## src/rtl/por_seq_defs.vh

```
/*
 holds the constants of the reset and power sequencer: state codes and timing.
 assumes a 100 MHz system clock standing in for the on-chip oscillator.
*/
`ifndef POR_SEQ_DEFS_VH
`define POR_SEQ_DEFS_VH

// ****************************************
// timing
// ****************************************
`define CLK_PERIOD_NS 10
`define STRETCH_TIME_MS 50
`define STRETCH_MIN_MS 34
`define STRETCH_MAX_MS 102
`define STARTUP_LIMIT_MS 60
`define STRETCH_CYCLES ((`STRETCH_TIME_MS * 1000000) / `CLK_PERIOD_NS)
`define INIT_SETTLE_CYCLES 16
`define SYNC_STAGES 2

// ****************************************
// state codes
// ****************************************
`define ST_RESET 3'h0
`define ST_INIT 3'h1
`define ST_CMD 3'h2
`define ST_ACTIVE 3'h3
`define ST_SLEEP 3'h4

// ****************************************
// reset values
// ****************************************
`define SWM_WIDTH 7
`define SWM_OFF_RST 7'h7F

`endif

```

## src/rtl/sync_cell.v

```verilog
/*
 holds a multi-bit two-flop synchroniser used on the asynchronous pins.
 assumes each bit is an independent level; no bus coherence is kept.
*/
`timescale 1ns/1ps
module sync_cell #(
   parameter WIDTH = 2,
   parameter [WIDTH-1:0] RST_VAL = {WIDTH{1'b0}}
) (
   // clock and reset
   input wire clk_i,
   input wire arst_n_i,
   // data
   input wire [WIDTH-1:0] d_i,
   output wire [WIDTH-1:0] q_o
);
   reg [WIDTH-1:0] meta_reg;
   reg [WIDTH-1:0] q_reg;

   // the first stage feeds only the second stage
   always @(posedge clk_i or negedge arst_n_i) begin
      if (!arst_n_i) begin
         meta_reg <= RST_VAL;
         q_reg <= RST_VAL;
      end else begin
         meta_reg <= d_i;
         q_reg <= meta_reg;
      end
   end

   assign q_o = q_reg;
endmodule

```

## src/rtl/power_on_reset_sequencer.v

```verilog
/*
 holds the power unit sequencer: stretched start-up reset, supply dip reset,
 external reset override, crystal gating, switch-matrix enables and the
 reset/init/command/active/sleep state machine.
 assumes sys_clk_i is the free-running on-chip oscillator and that the analog
 detectors deliver levels; the chip reset pin is open-drain with a weak pull.
*/
// How it works
// - state machine with sleep; wakes on startup reset, low-power timer or service request
// - startup reset stretched about 50 ms, within 34 to 102 ms
// - startup reset always enabled, resets everything including this unit
// - supply below threshold drives reset line low, then full stretch follows
// - chip reset line held weakly high when no reset is asserted
// - every supply dip detector can force the full chip reset
// - crystal stays off after reset until boot, then firmware alone controls it
// - internal reference is 16 MHz for either crystal size
// - processor starts the boot program on entry to the command handler, only after init sees service request high
// - fixed start-up interval stays below 60 ms
// - switch-matrix pins 5 to 11 stay disabled until host command enables
// - init samples service request: low stays, high enters command handler
// - init entered only from reset after startup reset settles
// - sleep returns to active on a service request transition
`timescale 1ns/1ps
`include "por_seq_defs.vh"
module power_on_reset_sequencer #(
   parameter DIP_COUNT = 2,
   parameter STRETCH_CYCLES = `STRETCH_CYCLES,
   parameter INIT_CYCLES = `INIT_SETTLE_CYCLES
) (
   // clock and reset
   input wire sys_clk_i,
   input wire arst_n_i,
   // analog detectors
   input wire core_supply_low_i,
   input wire [DIP_COUNT-1:0] supply_dip_detector_i,
   input wire [DIP_COUNT-1:0] dip_reset_enable_i,
   // open-drain chip reset line
   input wire chip_reset_line_n_i,
   output wire chip_reset_line_n_o,
   output wire chip_reset_line_n_oe_n_o,
   // host side
   input wire service_request_pin_i,
   input wire swm_enable_cmd_i,
   input wire [`SWM_WIDTH-1:0] swm_enable_mask_i,
   // firmware controls
   input wire xtal_enable_i,
   input wire xtal_32m_sel_i,
   input wire lp_timer_expired_i,
   input wire boot_done_i,
   input wire start_app_i,
   input wire sleep_cmd_i,
   input wire fw_reset_i,
   // outputs
   output reg startup_reset_line_n_o,
   output reg core_reset_n_o,
   output reg boot_start_o,
   output reg xtal_enable_o,
   output reg ref_div_half_o,
   output reg [`SWM_WIDTH-1:0] swm_tristate_o,
   output reg [2:0] state_o,
   output reg wake_o
);
   // ****************************************
   // reset sources
   // ****************************************
   wire [1:0] sync_q;
   wire srq_sync;
   wire ext_rst_n_sync;
   reg srq_prev_reg;
   reg [31:0] stretch_cnt_reg;
   reg [31:0] stretch_cnt_next;
   reg stretch_done_reg;
   wire any_reset;

   sync_cell #(.WIDTH(2), .RST_VAL(2'h0)) u_sync (
      .clk_i(sys_clk_i),
      .arst_n_i(arst_n_i),
      .d_i({service_request_pin_i, chip_reset_line_n_i}),
      .q_o(sync_q)
   );
   assign srq_sync = sync_q[1];
   assign ext_rst_n_sync = sync_q[0];

   wire [DIP_COUNT-1:0] dip_force;
   wire dip_any;
   reg startup_req_reg;
   reg line_oe_n_reg;

   // ****************************************
   // supply dip detectors
   // ****************************************
   genvar gi;
   generate
      for (gi = 0; gi < DIP_COUNT; gi = gi + 1) begin : g_dip
         // a detector forces reset only while its enable is set
         assign dip_force[gi] = supply_dip_detector_i[gi] & dip_reset_enable_i[gi];
      end
   endgenerate
   assign dip_any = |dip_force;

   assign any_reset = core_supply_low_i
      | dip_any
      | fw_reset_i
      | ~ext_rst_n_sync;

   // weak pull modelled by releasing the pin; only reset drives it low
   assign chip_reset_line_n_o = 1'b0;
   // enable comes from a flop so the pin never glitches
   assign chip_reset_line_n_oe_n_o = line_oe_n_reg;

   always @(posedge sys_clk_i or negedge arst_n_i) begin
      if (!arst_n_i) begin
         startup_req_reg <= 1'b1;
         line_oe_n_reg <= 1'b0;
      end else begin
         startup_req_reg <= core_supply_low_i | dip_any;
         line_oe_n_reg <= ~startup_req_reg;
      end
   end

   always @* begin
      stretch_cnt_next = stretch_cnt_reg;
      if (any_reset) begin
         stretch_cnt_next = 32'h0;
      end else if (!stretch_done_reg) begin
         stretch_cnt_next = stretch_cnt_reg + 32'h1;
      end
   end

   // the asynchronous reset clears this unit entirely
   always @(posedge sys_clk_i or negedge arst_n_i) begin
      if (!arst_n_i) begin
         stretch_cnt_reg <= 32'h0;
         stretch_done_reg <= 1'b0;
      end else begin
         stretch_cnt_reg <= stretch_cnt_next;
         stretch_done_reg <= !any_reset && (stretch_cnt_next >= STRETCH_CYCLES);
      end
   end

   // ****************************************
   // state machine
   // ****************************************
   reg [2:0] state_reg;
   reg [2:0] state_next;
   reg [7:0] init_cnt_reg;
   reg xtal_allowed_reg;
   reg [`SWM_WIDTH-1:0] swm_off_reg;
   wire srq_edge;
   wire init_settled;

   assign srq_edge = srq_sync ^ srq_prev_reg;
   assign init_settled = (init_cnt_reg >= INIT_CYCLES);

   always @* begin
      state_next = state_reg;
      case (state_reg)
         `ST_RESET: begin
            if (stretch_done_reg) begin
               state_next = `ST_INIT;
            end
         end
         `ST_INIT: begin
            // stays while the pin is low
            if (init_settled && srq_sync) begin
               state_next = `ST_CMD;
            end
         end
         `ST_CMD: begin
            if (start_app_i) begin
               state_next = `ST_ACTIVE;
            end
         end
         `ST_ACTIVE: begin
            if (sleep_cmd_i) begin
               state_next = `ST_SLEEP;
            end
         end
         `ST_SLEEP: begin
            if (srq_edge || lp_timer_expired_i) begin
               state_next = `ST_ACTIVE;
            end
         end
         default: begin
            state_next = `ST_RESET;
         end
      endcase
      if (!stretch_done_reg) begin
         state_next = `ST_RESET;
      end
   end

   always @(posedge sys_clk_i or negedge arst_n_i) begin
      if (!arst_n_i) begin
         state_reg <= `ST_RESET;
         srq_prev_reg <= 1'b0;
         init_cnt_reg <= 8'h00;
         xtal_allowed_reg <= 1'b0;
         swm_off_reg <= `SWM_OFF_RST;
      end else begin
         state_reg <= state_next;
         srq_prev_reg <= srq_sync;
         if (state_reg == `ST_INIT) begin
            if (!init_settled) begin
               init_cnt_reg <= init_cnt_reg + 8'h01;
            end
         end else begin
            init_cnt_reg <= 8'h00;
         end
         // unlocked once boot completes, cleared by any reset
         if (!stretch_done_reg) begin
            xtal_allowed_reg <= 1'b0;
         end else if (boot_done_i && state_reg != `ST_RESET && state_reg != `ST_INIT) begin
            xtal_allowed_reg <= 1'b1;
         end
         if (!stretch_done_reg) begin
            swm_off_reg <= `SWM_OFF_RST;
         end else if (swm_enable_cmd_i && state_reg != `ST_RESET && state_reg != `ST_INIT) begin
            swm_off_reg <= ~swm_enable_mask_i;
         end
      end
   end

   // ****************************************
   // registered outputs
   // ****************************************
   always @(posedge sys_clk_i or negedge arst_n_i) begin
      if (!arst_n_i) begin
         startup_reset_line_n_o <= 1'b0;
         core_reset_n_o <= 1'b0;
         boot_start_o <= 1'b0;
         xtal_enable_o <= 1'b0;
         ref_div_half_o <= 1'b0;
         swm_tristate_o <= `SWM_OFF_RST;
         state_o <= `ST_RESET;
         wake_o <= 1'b0;
      end else begin
         startup_reset_line_n_o <= ~startup_req_reg;
         core_reset_n_o <= stretch_done_reg;
         // one pulse on entry to the command handler
         boot_start_o <= (state_reg == `ST_INIT) && (state_next == `ST_CMD);
         xtal_enable_o <= xtal_allowed_reg & xtal_enable_i;
         // halve a 32 MHz crystal so logic always sees 16 MHz
         ref_div_half_o <= xtal_32m_sel_i;
         swm_tristate_o <= swm_off_reg;
         state_o <= state_next;
         wake_o <= (state_reg == `ST_SLEEP) && (state_next == `ST_ACTIVE);
      end
   end
endmodule

```

## config.mk

```make
export PLATFORM = sky130hd
export DESIGN_NAME = power_on_reset_sequencer
export DESIGN_NICKNAME = d
export VERILOG_FILES = /design/src/rtl/sync_cell.v /design/src/rtl/power_on_reset_sequencer.v
export VERILOG_INCLUDE_DIRS = /design/src /design/src/rtl
export SDC_FILE = /design/constraint.sdc
export NUM_CORES = 1
export LEC_CHECK = 0
export BUFFER_PORTS_ARGS = -buffer_cell sky130_fd_sc_hd__buf_2
export CORE_UTILIZATION = 39
export CTS_BUF_LIST = sky130_fd_sc_hd__clkbuf_4 sky130_fd_sc_hd__clkbuf_8
export DETAILED_ROUTE_END_ITERATION = 6
export GPL_TIMING_DRIVEN = 0
export HOLD_SLACK_MARGIN = 0.15
export PLACE_DENSITY = 0.64
export SYNTH_ARGS = -nofsm -noshare
export SYNTH_HDL_FRONTEND = slang
export SYNTH_SLANG_ARGS = --single-unit
```

## constraint.sdc

```tcl
create_clock -name sys_clk_i -period 3.7 [get_ports sys_clk_i]
set_clock_uncertainty 0.05 [all_clocks]
set_input_delay 0.37 -clock sys_clk_i [delete_from_list [all_inputs] [get_ports sys_clk_i]]
set_output_delay 0.37 -clock sys_clk_i [all_outputs]
set_load 0.005 [all_outputs]
```

==> results.sh, run 1 <==
export IMPL_synth_top_cells_by_count="dfrtp_1 (56), nor2_1 (45), nand2_1 (20), xnor2_1 (20), xor2_1 (17)"
export IMPL_hp_class="input port to flip-flop"
export IMPL_antenna_left=0
export IMPL_syn_nets=334
export IMPL_rsz0062_at_grt="false"
export IMPL_status="complete, no violations"
export IMPL_r2r_setup_slack_ns=0.82
export IMPL_die_h_um=93.26
export IMPL_cp_start_kind="flip-flop"
export IMPL_syn_area_mm2=0.003248
export IMPL_cp_slowest_cell="a2111oi_0"
export IMPL_layout_drive_gt1_share_pct=22.64
export IMPL_grt_max_degree=72
export IMPL_ctsHoldBuffers=8
export IMPL_synth_cell_type_count=53
export IMPL_setup_viol=0
export IMPL_area_growth_pct=18.10
export IMPL_setup_tns_final_ns=0
export IMPL_path_clk_slew_ns=0.08
export IMPL_vias=2381
export IMPL_seq_power_share_pct=56.3
export IMPL_regToRegEndpoint="stretch_done_reg$_DFF_PN0_"
export IMPL_yosysMostFrequentCell="dfrtp_1"
export IMPL_powerDensity_mw_per_mm2=363.0
export IMPL_grt_pass1_vias=2491
export IMPL_clock_sinks=71
export IMPL_antenna_found_initial=0
export IMPL_synth_area_leaders="dfrtp_1 (43%), dfstp_2 (12%), xnor2_1 (5.4%), nor2_1 (5.2%), xor2_1 (4.6%)"
export IMPL_p_clk_share_pct=40.2
export IMPL_cts_max_path_buffers=2
export IMPL_maxCapViolations=0
export IMPL_cts_tree="yes"
export IMPL_cp_end_kind="flip-flop"
export IMPL_post_route_util_pct=48.64
export IMPL_portBuffers=40
export IMPL_ys_ff_latch=71
export IMPL_synth_area_per_cell_um2=10.58
export IMPL_yosys_most_used_dff="dfrtp_1"
export IMPL_vias_per_cell=5.034
export IMPL_drtPass1Iterations=4
export IMPL_grt_pass1_wl_um=11240
export IMPL_drt_total_wl_um=6388
export IMPL_crit_path_max_incr_delay_ns=0.50
export IMPL_critical_path_class="flip-flop to flip-flop"
export IMPL_fmax_mhz=347.2
export IMPL_reg2regPathDepth=8
export IMPL_r2r_start="stretch_cnt_reg[8]$_DFF_PN0_"
export IMPL_hpwl_um=4278
export IMPL_seq_area_frac_synth_pct=55.28
export IMPL_track_usage_pct=16.39
export IMPL_worstMarginPinSlew_ns=1.159
export IMPL_crit_path_start="stretch_cnt_reg[8]$_DFF_PN0_"
export IMPL_grt_overflow_total=0
export IMPL_min_period_over_period_pct=77.84
export IMPL_clk_latency_ns=0.34
export IMPL_p_sw_uw=321.2
export IMPL_p_comb_share_pct=3.4
export IMPL_htree_levels=3
export IMPL_wire_per_inst_um=13.51
export IMPL_power_leakage_uw=0.001644
export IMPL_synth_cells=307
export IMPL_crit_buf_inv=1
export IMPL_die_w_um=93.26
export IMPL_path_depth=8
export IMPL_critPathMaxFanout=9
export IMPL_p_int_uw=1071
export IMPL_synthArstFlopShare_pct=100.0
export IMPL_n_fill_cell=732
export IMPL_die_area_mm2=0.008697
export IMPL_antenna_cells=0
export IMPL_period_minus_slack_ns=2.880
export IMPL_crit_chain="nand4_2, or3_1, buf_2, nor3_2, nand3_1, xnor2_1, a2111oi_0, o211ai_1"
export IMPL_crit_end="stretch_done_reg$_DFF_PN0_"
export IMPL_start_util_pct=41.18
export IMPL_cts_root_buffer="clkbuf_8"
export IMPL_synth_top_area_share_pct=43.14
export IMPL_cp_data_arrival_time_ns=3.01
export IMPL_worst_ir_drop_vdd_mv=0.2364
export IMPL_synth_edf_count=0
export IMPL_slew_headroom_pct=22.04
export IMPL_ctsResizeCount=0
export IMPL_switching_share_pct=23.07
export IMPL_coreArea_mm2=0.007888
export IMPL_io_pins=42
export IMPL_ys_warn_count=0
export IMPL_cp_top_family="simple AND/OR/NAND/NOR gates"
export IMPL_cts_setup_buffers=0
export IMPL_hold_violations=0
export IMPL_gp_congestion=0.7888
export IMPL_fp_row_count=32
export IMPL_final_nets=393
export IMPL_drcViolationCount=0
export IMPL_largest_reg_flops=32
export IMPL_drt_iter0_drc=64
export IMPL_cp_required_ns=3.83
export IMPL_yosysTopAreaCell="dfrtp_1"
export IMPL_slew_violations=0
export IMPL_timing_hold_ws_ns=0.1691
export IMPL_numCtsBuffers=9
==> layout make-up <==
cell class	instances	area (um2)	share of cell area, %
clock buffers	11	145.1	3.783
repair buffers	48	282.8	7.371
inverters	8	30.03	0.7828
multi-input cells	212	1349	35.16
clock inverters	5	32.53	0.8480
well taps	102	127.6	3.327
plain buffers	16	73.82	1.924
flip-flops and latches	71	1795	46.80
==> power groups by stage <==
stage	Combinational [uW]	Clock (uW)	Sequential, uW
after floorplan	10.5	0	799
after global placement	42.5	0	799
after detailed placement	43.4	0	799
after CTS	49.9	579	785
after global routing	55.5	616	785
final	47.8	560	785
==> how the worst min path moves through the flow <==
stage	start	cells after the start	slack (ns)	endpoint
2_1_floorplan	arst_n_i	0	0.02	boot_start_o$_DFF_PN0_
3_3_place_gp	u_sync.meta_reg[1]$_DFF_PN0_	0	0.28	u_sync.q_o[1]$_DFF_PN0_
3_5_place_dp	u_sync.meta_reg[1]$_DFF_PN0_	0	0.29	u_sync.q_o[1]$_DFF_PN0_
4_1_cts	swm_enable_mask_i[5]	2	0.15	swm_off_reg[5]$_DFFE_PN1P_
5_1_grt	swm_enable_mask_i[3]	2	0.15	swm_off_reg[3]$_DFFE_PN1P_
6_report	swm_enable_mask_i[6]	2	0.17	swm_off_reg[6]$_DFFE_PN1P_
==> through the flow <==
step | total power [uW] | cells | cell area (um2) | setup slack (ns)
2_1_floorplan | 809.5 | 307 | 3248 | 1.282
3_3_place_gp | 841.3 | 449 | 3576 | 0.7954
3_5_place_dp | 842.5 | 449 | 3578 | 0.8484
4_1_cts | 1413 | 473 | 3836 | 0.8020
5_1_grt | 1457 | 473 | 3836 | 0.5639
6_report | 1393 | 473 | 3836 | 0.8201
==> routing by layer <==
layer	up-vias	part of all wire (%)	track usage (%)	wire length (um)
met5	-	0	0	0
met2	55	47	27.14	3012
li1	1169	-	-	-
met3	9	5.0	5.366	317
met1	1148	47	20.54	2997
met4	0	0.94	4.487	60
==> worst register-to-register path: cells and delay by family, from the launching register on <==
family                    cells  cell delay, ns
AOI/OAI and AO/OA             2            0.70
and+or+nand+nor               4            1.21
buffers and inverters         1            0.19
xor gates and xnor gates      1            0.16
DFF                           1            0.44
==> placed cells by master (no fill, tap or decap), types with 2 or more instances in the layout <==
cell and count:
a21oi_1 3, and2_1 7, and3_1 3, and4_1 4, buf_2 44, buf_4 3, clkbuf_1 8, clkbuf_8 10
clkinv_2 2, dfrtp_1 56, dfstp_2 15, dlygate4sd3_1 8, ha_1 3, inv_1 8, mux2i_1 2, nand2_1 20
nand2b_1 2, nand3_1 15, nand3b_1 4, nand4_1 8, nor2_1 45, nor2b_1 4, nor3_1 9, nor3b_1 2
nor4_1 2, o211ai_1 8, o21a_1 2, o21ai_0 7, xnor2_1 20, xor2_1 17
==> cells by family after synthesis <==
family | count (synthesis) | share of synthesized area, %
adders and majority gates | 3 | 1.156
other | 1 | 0.1155
buffers and inverters | 24 | 3.197
muxes | 3 | 0.9630
xor gates and xnor gates | 37 | 9.977
DFF | 71 | 55.28
AOI/OAI and AO/OA | 33 | 7.281
and+or+nand+nor | 135 | 22.03
(Power assumes the default switching activity.)
==> run 2: changes to the inputs <==
--- a/config.mk
+++ b/config.mk
@@ -6,13 +6,14 @@
 export SDC_FILE = /design/constraint.sdc
 export NUM_CORES = 1
 export LEC_CHECK = 0
+export ABC_AREA = 1
 export BUFFER_PORTS_ARGS = -buffer_cell sky130_fd_sc_hd__buf_2
 export CORE_UTILIZATION = 39
 export CTS_BUF_LIST = sky130_fd_sc_hd__clkbuf_4 sky130_fd_sc_hd__clkbuf_8
 export DETAILED_ROUTE_END_ITERATION = 6
 export GPL_TIMING_DRIVEN = 0
 export HOLD_SLACK_MARGIN = 0.15
-export PLACE_DENSITY = 0.64
+export PLACE_DENSITY = 0.65
 export SYNTH_ARGS = -nofsm -noshare
 export SYNTH_HDL_FRONTEND = slang
 export SYNTH_SLANG_ARGS = --single-unit
==> constraint.sdc (replaced) <==
create_clock -name sys_clk_i -period 2.4 [get_ports sys_clk_i]
set_clock_uncertainty 0.05 [all_clocks]
set_input_delay 0.24 -clock sys_clk_i [delete_from_list [all_inputs] [get_ports sys_clk_i]]
set_output_delay 0.24 -clock sys_clk_i [all_outputs]
set_load 0.005 [all_outputs]
==> run 2 against run 1 <==
Net effect:
- clock power is 93% higher
- via count is 30% higher
- sequential share of layout area is 6.9 points lower
- area after synthesis is 16% higher
- register-to-register slack worse by 0.51 ns
- cell count is 40% higher
- power is 71% higher
- worst hold slack better by 0.0031 ns
- largest cell class unchanged
- critical endpoint unchanged
- count of clock-buffer cells in the layout is 1 lower
- first-iteration DRC count is 130% higher
- die area is 15% higher
==> results.sh, run 2 <==
export IMPL_drt_iter0_drc=145
export IMPL_coreArea_mm2=0.009284
export IMPL_yosys_most_used_dff="dfrtp_1"
export IMPL_worst_ir_drop_vdd_mv=0.3317
export IMPL_setup_viol=0
export IMPL_grt_pass1_wl_um=14100
export IMPL_synth_area_leaders="dfrtp_1 (37%), dfstp_2 (10%), nand2_1 (8.6%), inv_1 (8.0%), nand3_1 (6.7%)"
export IMPL_hp_class="input port to flip-flop"
export IMPL_ys_warn_count=0
export IMPL_synth_cells=462
export IMPL_placed_cell_area_mm2=0.004124
export IMPL_fmax_mhz=471.8
export IMPL_io_pins=42
export IMPL_vias_per_cell=4.669
export IMPL_final_common_cell="nand2_1"
export IMPL_period_minus_slack_ns=2.120
export IMPL_hold_violations=0
export IMPL_n_fill_cell=955
export IMPL_final_cell_mix="nand2_1 (86), inv_1 (80), nor2_1 (62)"
export IMPL_post_route_util_pct=48.46
export IMPL_vias=3091
export IMPL_cts_max_path_buffers=2
export IMPL_path_clk_slew_ns=0.08
export IMPL_rsz0062_at_grt="false"
export IMPL_grt_overflow_total=0
export IMPL_ys_ff_latch=71
export IMPL_grt_pass1_vias=3038
export IMPL_antenna_cells=0
export IMPL_largest_reg_flops=32
export IMPL_dp_cells=631
export IMPL_yosysMostFrequentCell="nand2_1"
export IMPL_synth_top_area_share_pct=37.27
export IMPL_worstMarginPinSlew_ns=0.8901
export IMPL_fp_row_count=35
export IMPL_critPathMaxFanout=10
export IMPL_portBuffers=40
export IMPL_synth_edf_count=0
export IMPL_cp_required_ns=2.64
export IMPL_timing_hold_ws_ns=0.1722
export IMPL_die_w_um=100.2
export IMPL_syn_nets=489
export IMPL_grt_max_degree=72
export IMPL_final_nets=555
export IMPL_layout_drive_gt1_share_pct=22.89
export IMPL_die_h_um=100.2
export IMPL_power_leakage_uw=0.002179
export IMPL_slew_violations=0
export IMPL_seq_area_frac_synth_pct=47.75
export IMPL_slew_headroom_pct=40.66
export IMPL_syn_area_mm2=0.003760
export IMPL_cp_data_arrival_time_ns=2.36
export IMPL_drt_total_wl_um=8151
export IMPL_cts_tree="yes"
export IMPL_drtPass1Iterations=4
export IMPL_final_area_mm2=0.004499
export IMPL_gp_congestion=0.8350
export IMPL_antenna_found_initial=0
export IMPL_start_util_pct=40.50
export IMPL_drcViolationCount=0
export IMPL_hpwl_um=5825
export IMPL_wire_per_inst_um=12.31
export IMPL_clk_latency_ns=0.35
export IMPL_synth_area_per_cell_um2=8.138
export IMPL_stdcell_count=662
export IMPL_track_usage_pct=18.33
export IMPL_cp_end_kind="flip-flop"
export IMPL_status="complete, no violations"
export IMPL_cts_setup_buffers=0
export IMPL_antenna_left=0
export IMPL_yosysTopAreaCell="dfrtp_1"
export IMPL_ctsResizeCount=0
export IMPL_die_area_mm2=0.01004
export IMPL_critical_path_class="input port to flip-flop"
export IMPL_synth_cell_type_count=39
export IMPL_cts_root_buffer="clkbuf_8"
export IMPL_maxCapViolations=0
export IMPL_cp_start_kind="input port"
export IMPL_htree_levels=3
export IMPL_min_period_over_period_pct=88.32
export IMPL_synthArstFlopShare_pct=100.0
export IMPL_area_growth_pct=19.67
export IMPL_numCtsBuffers=9
export IMPL_synth_top_cells_by_count="nand2_1 (86), inv_1 (80), nor2_1 (62)"
export IMPL_setup_tns_final_ns=0
export IMPL_powerDensity_mw_per_mm2=528.5
export IMPL_clock_sinks=71
## run 2: changes by cell type after synthesis, sizes merged, moves of 4 or more
cell	change
a21oi	+4
and2	-6
and4	-4
clkbuf	-5
inv	+76
nand2	+75
nand3	+44
nor2	+33
nor2b	-4
xnor2	-20
xor2	-13
## run 2: worst max-delay path, stage by stage
cell and delay [ns]:
dlygate4sd3_1 0.53, buf_2 0.12, nand3b_4 0.16, nor3_4 0.39, clkbuf_8 0.29, nand3_2 0.09
nor2_1 0.09, nand2_1 0.07, nor3_2 0.10, nand2_1 0.06, nand2_1 0.09, nand2_1 0.05
nand2_1 0.07
## run 2: cell families after synthesis
logic type	Yosys count	synth area share (%)
simple gates	262	35.41
buf+inv	92	10.12
flops	71	47.75
compound gates	29	4.692
xor+xnor	4	0.9317
fa+ha+maj	3	0.9984
other cells	1	0.09974
## run 2: area by class of cell
cell class                      count  area [um2]  share of cell area (%)
Buffer                              8       60.06                   1.335
Clock buffer                       10       131.4                   2.920
Clock inverter                      6       93.84                   2.086
Inverter                           84       320.3                   7.119
Multi-Input combinational cell    299        1584                   35.21
Sequential cell                    71        1795                   39.91
Tap cell                          129       161.4                   3.587
Timing Repair Buffer               55       352.8                   7.842
## run 2: metal layers
metal	share of wire [%]	up-vias	track usage, %
li1	-	1584	-
met1	46	1433	22.82
met2	49	61	31.14
met3	4.0	13	4.318
met4	1.6	0	6.466
met5	0	-	0
## run 2: what timing repair did
item                                    CTS  global route
endpoints found under the setup margin    0             0
hold buffers                             15             0
hold endpoints to repair                 69             0
## run 2: metrics by stage
| step | setup WS, ns | power [uW] |
|---|---|---|
| global route | 0.1155 | 2461 |
| CTS | 0.2804 | 2409 |
| finish | 0.2804 | 2378 |
| detailed placement | 0.3158 | 1304 |
| floorplan | 0.6606 | 1251 |
| global placement | 0.3233 | 1301 |
## run 2: power breakdown
part,internal (uW),switching [uW],leakage [uW],total [uW]
combinational,41.2,48.2,0.00114,89.4
sequential,1210,3.51,0.000925,1210
clock,604,476,0.000110,1080
## run 2: path summary, 6_finish.rpt
kind,from,to,slack [ns],cells past startpoint
min,sleep_cmd_i,state_o[2]$_DFF_PN0_,0.17,3
max reg2reg,stretch_done_reg$_DFF_PN0_,stretch_done_reg$_DFF_PN0_,0.31,13
max,core_supply_low_i,stretch_done_reg$_DFF_PN0_,0.28,13
min in group asynchronous,arst_n_i,init_cnt_reg[2]$_DFFE_PN0P_,0.51,2
max in group asynchronous,arst_n_i,stretch_cnt_reg[25]$_DFF_PN0_,1.20,2
min reg2reg,u_sync.meta_reg[0]$_DFF_PN0_,u_sync.q_o[0]$_DFF_PN0_,0.31,0
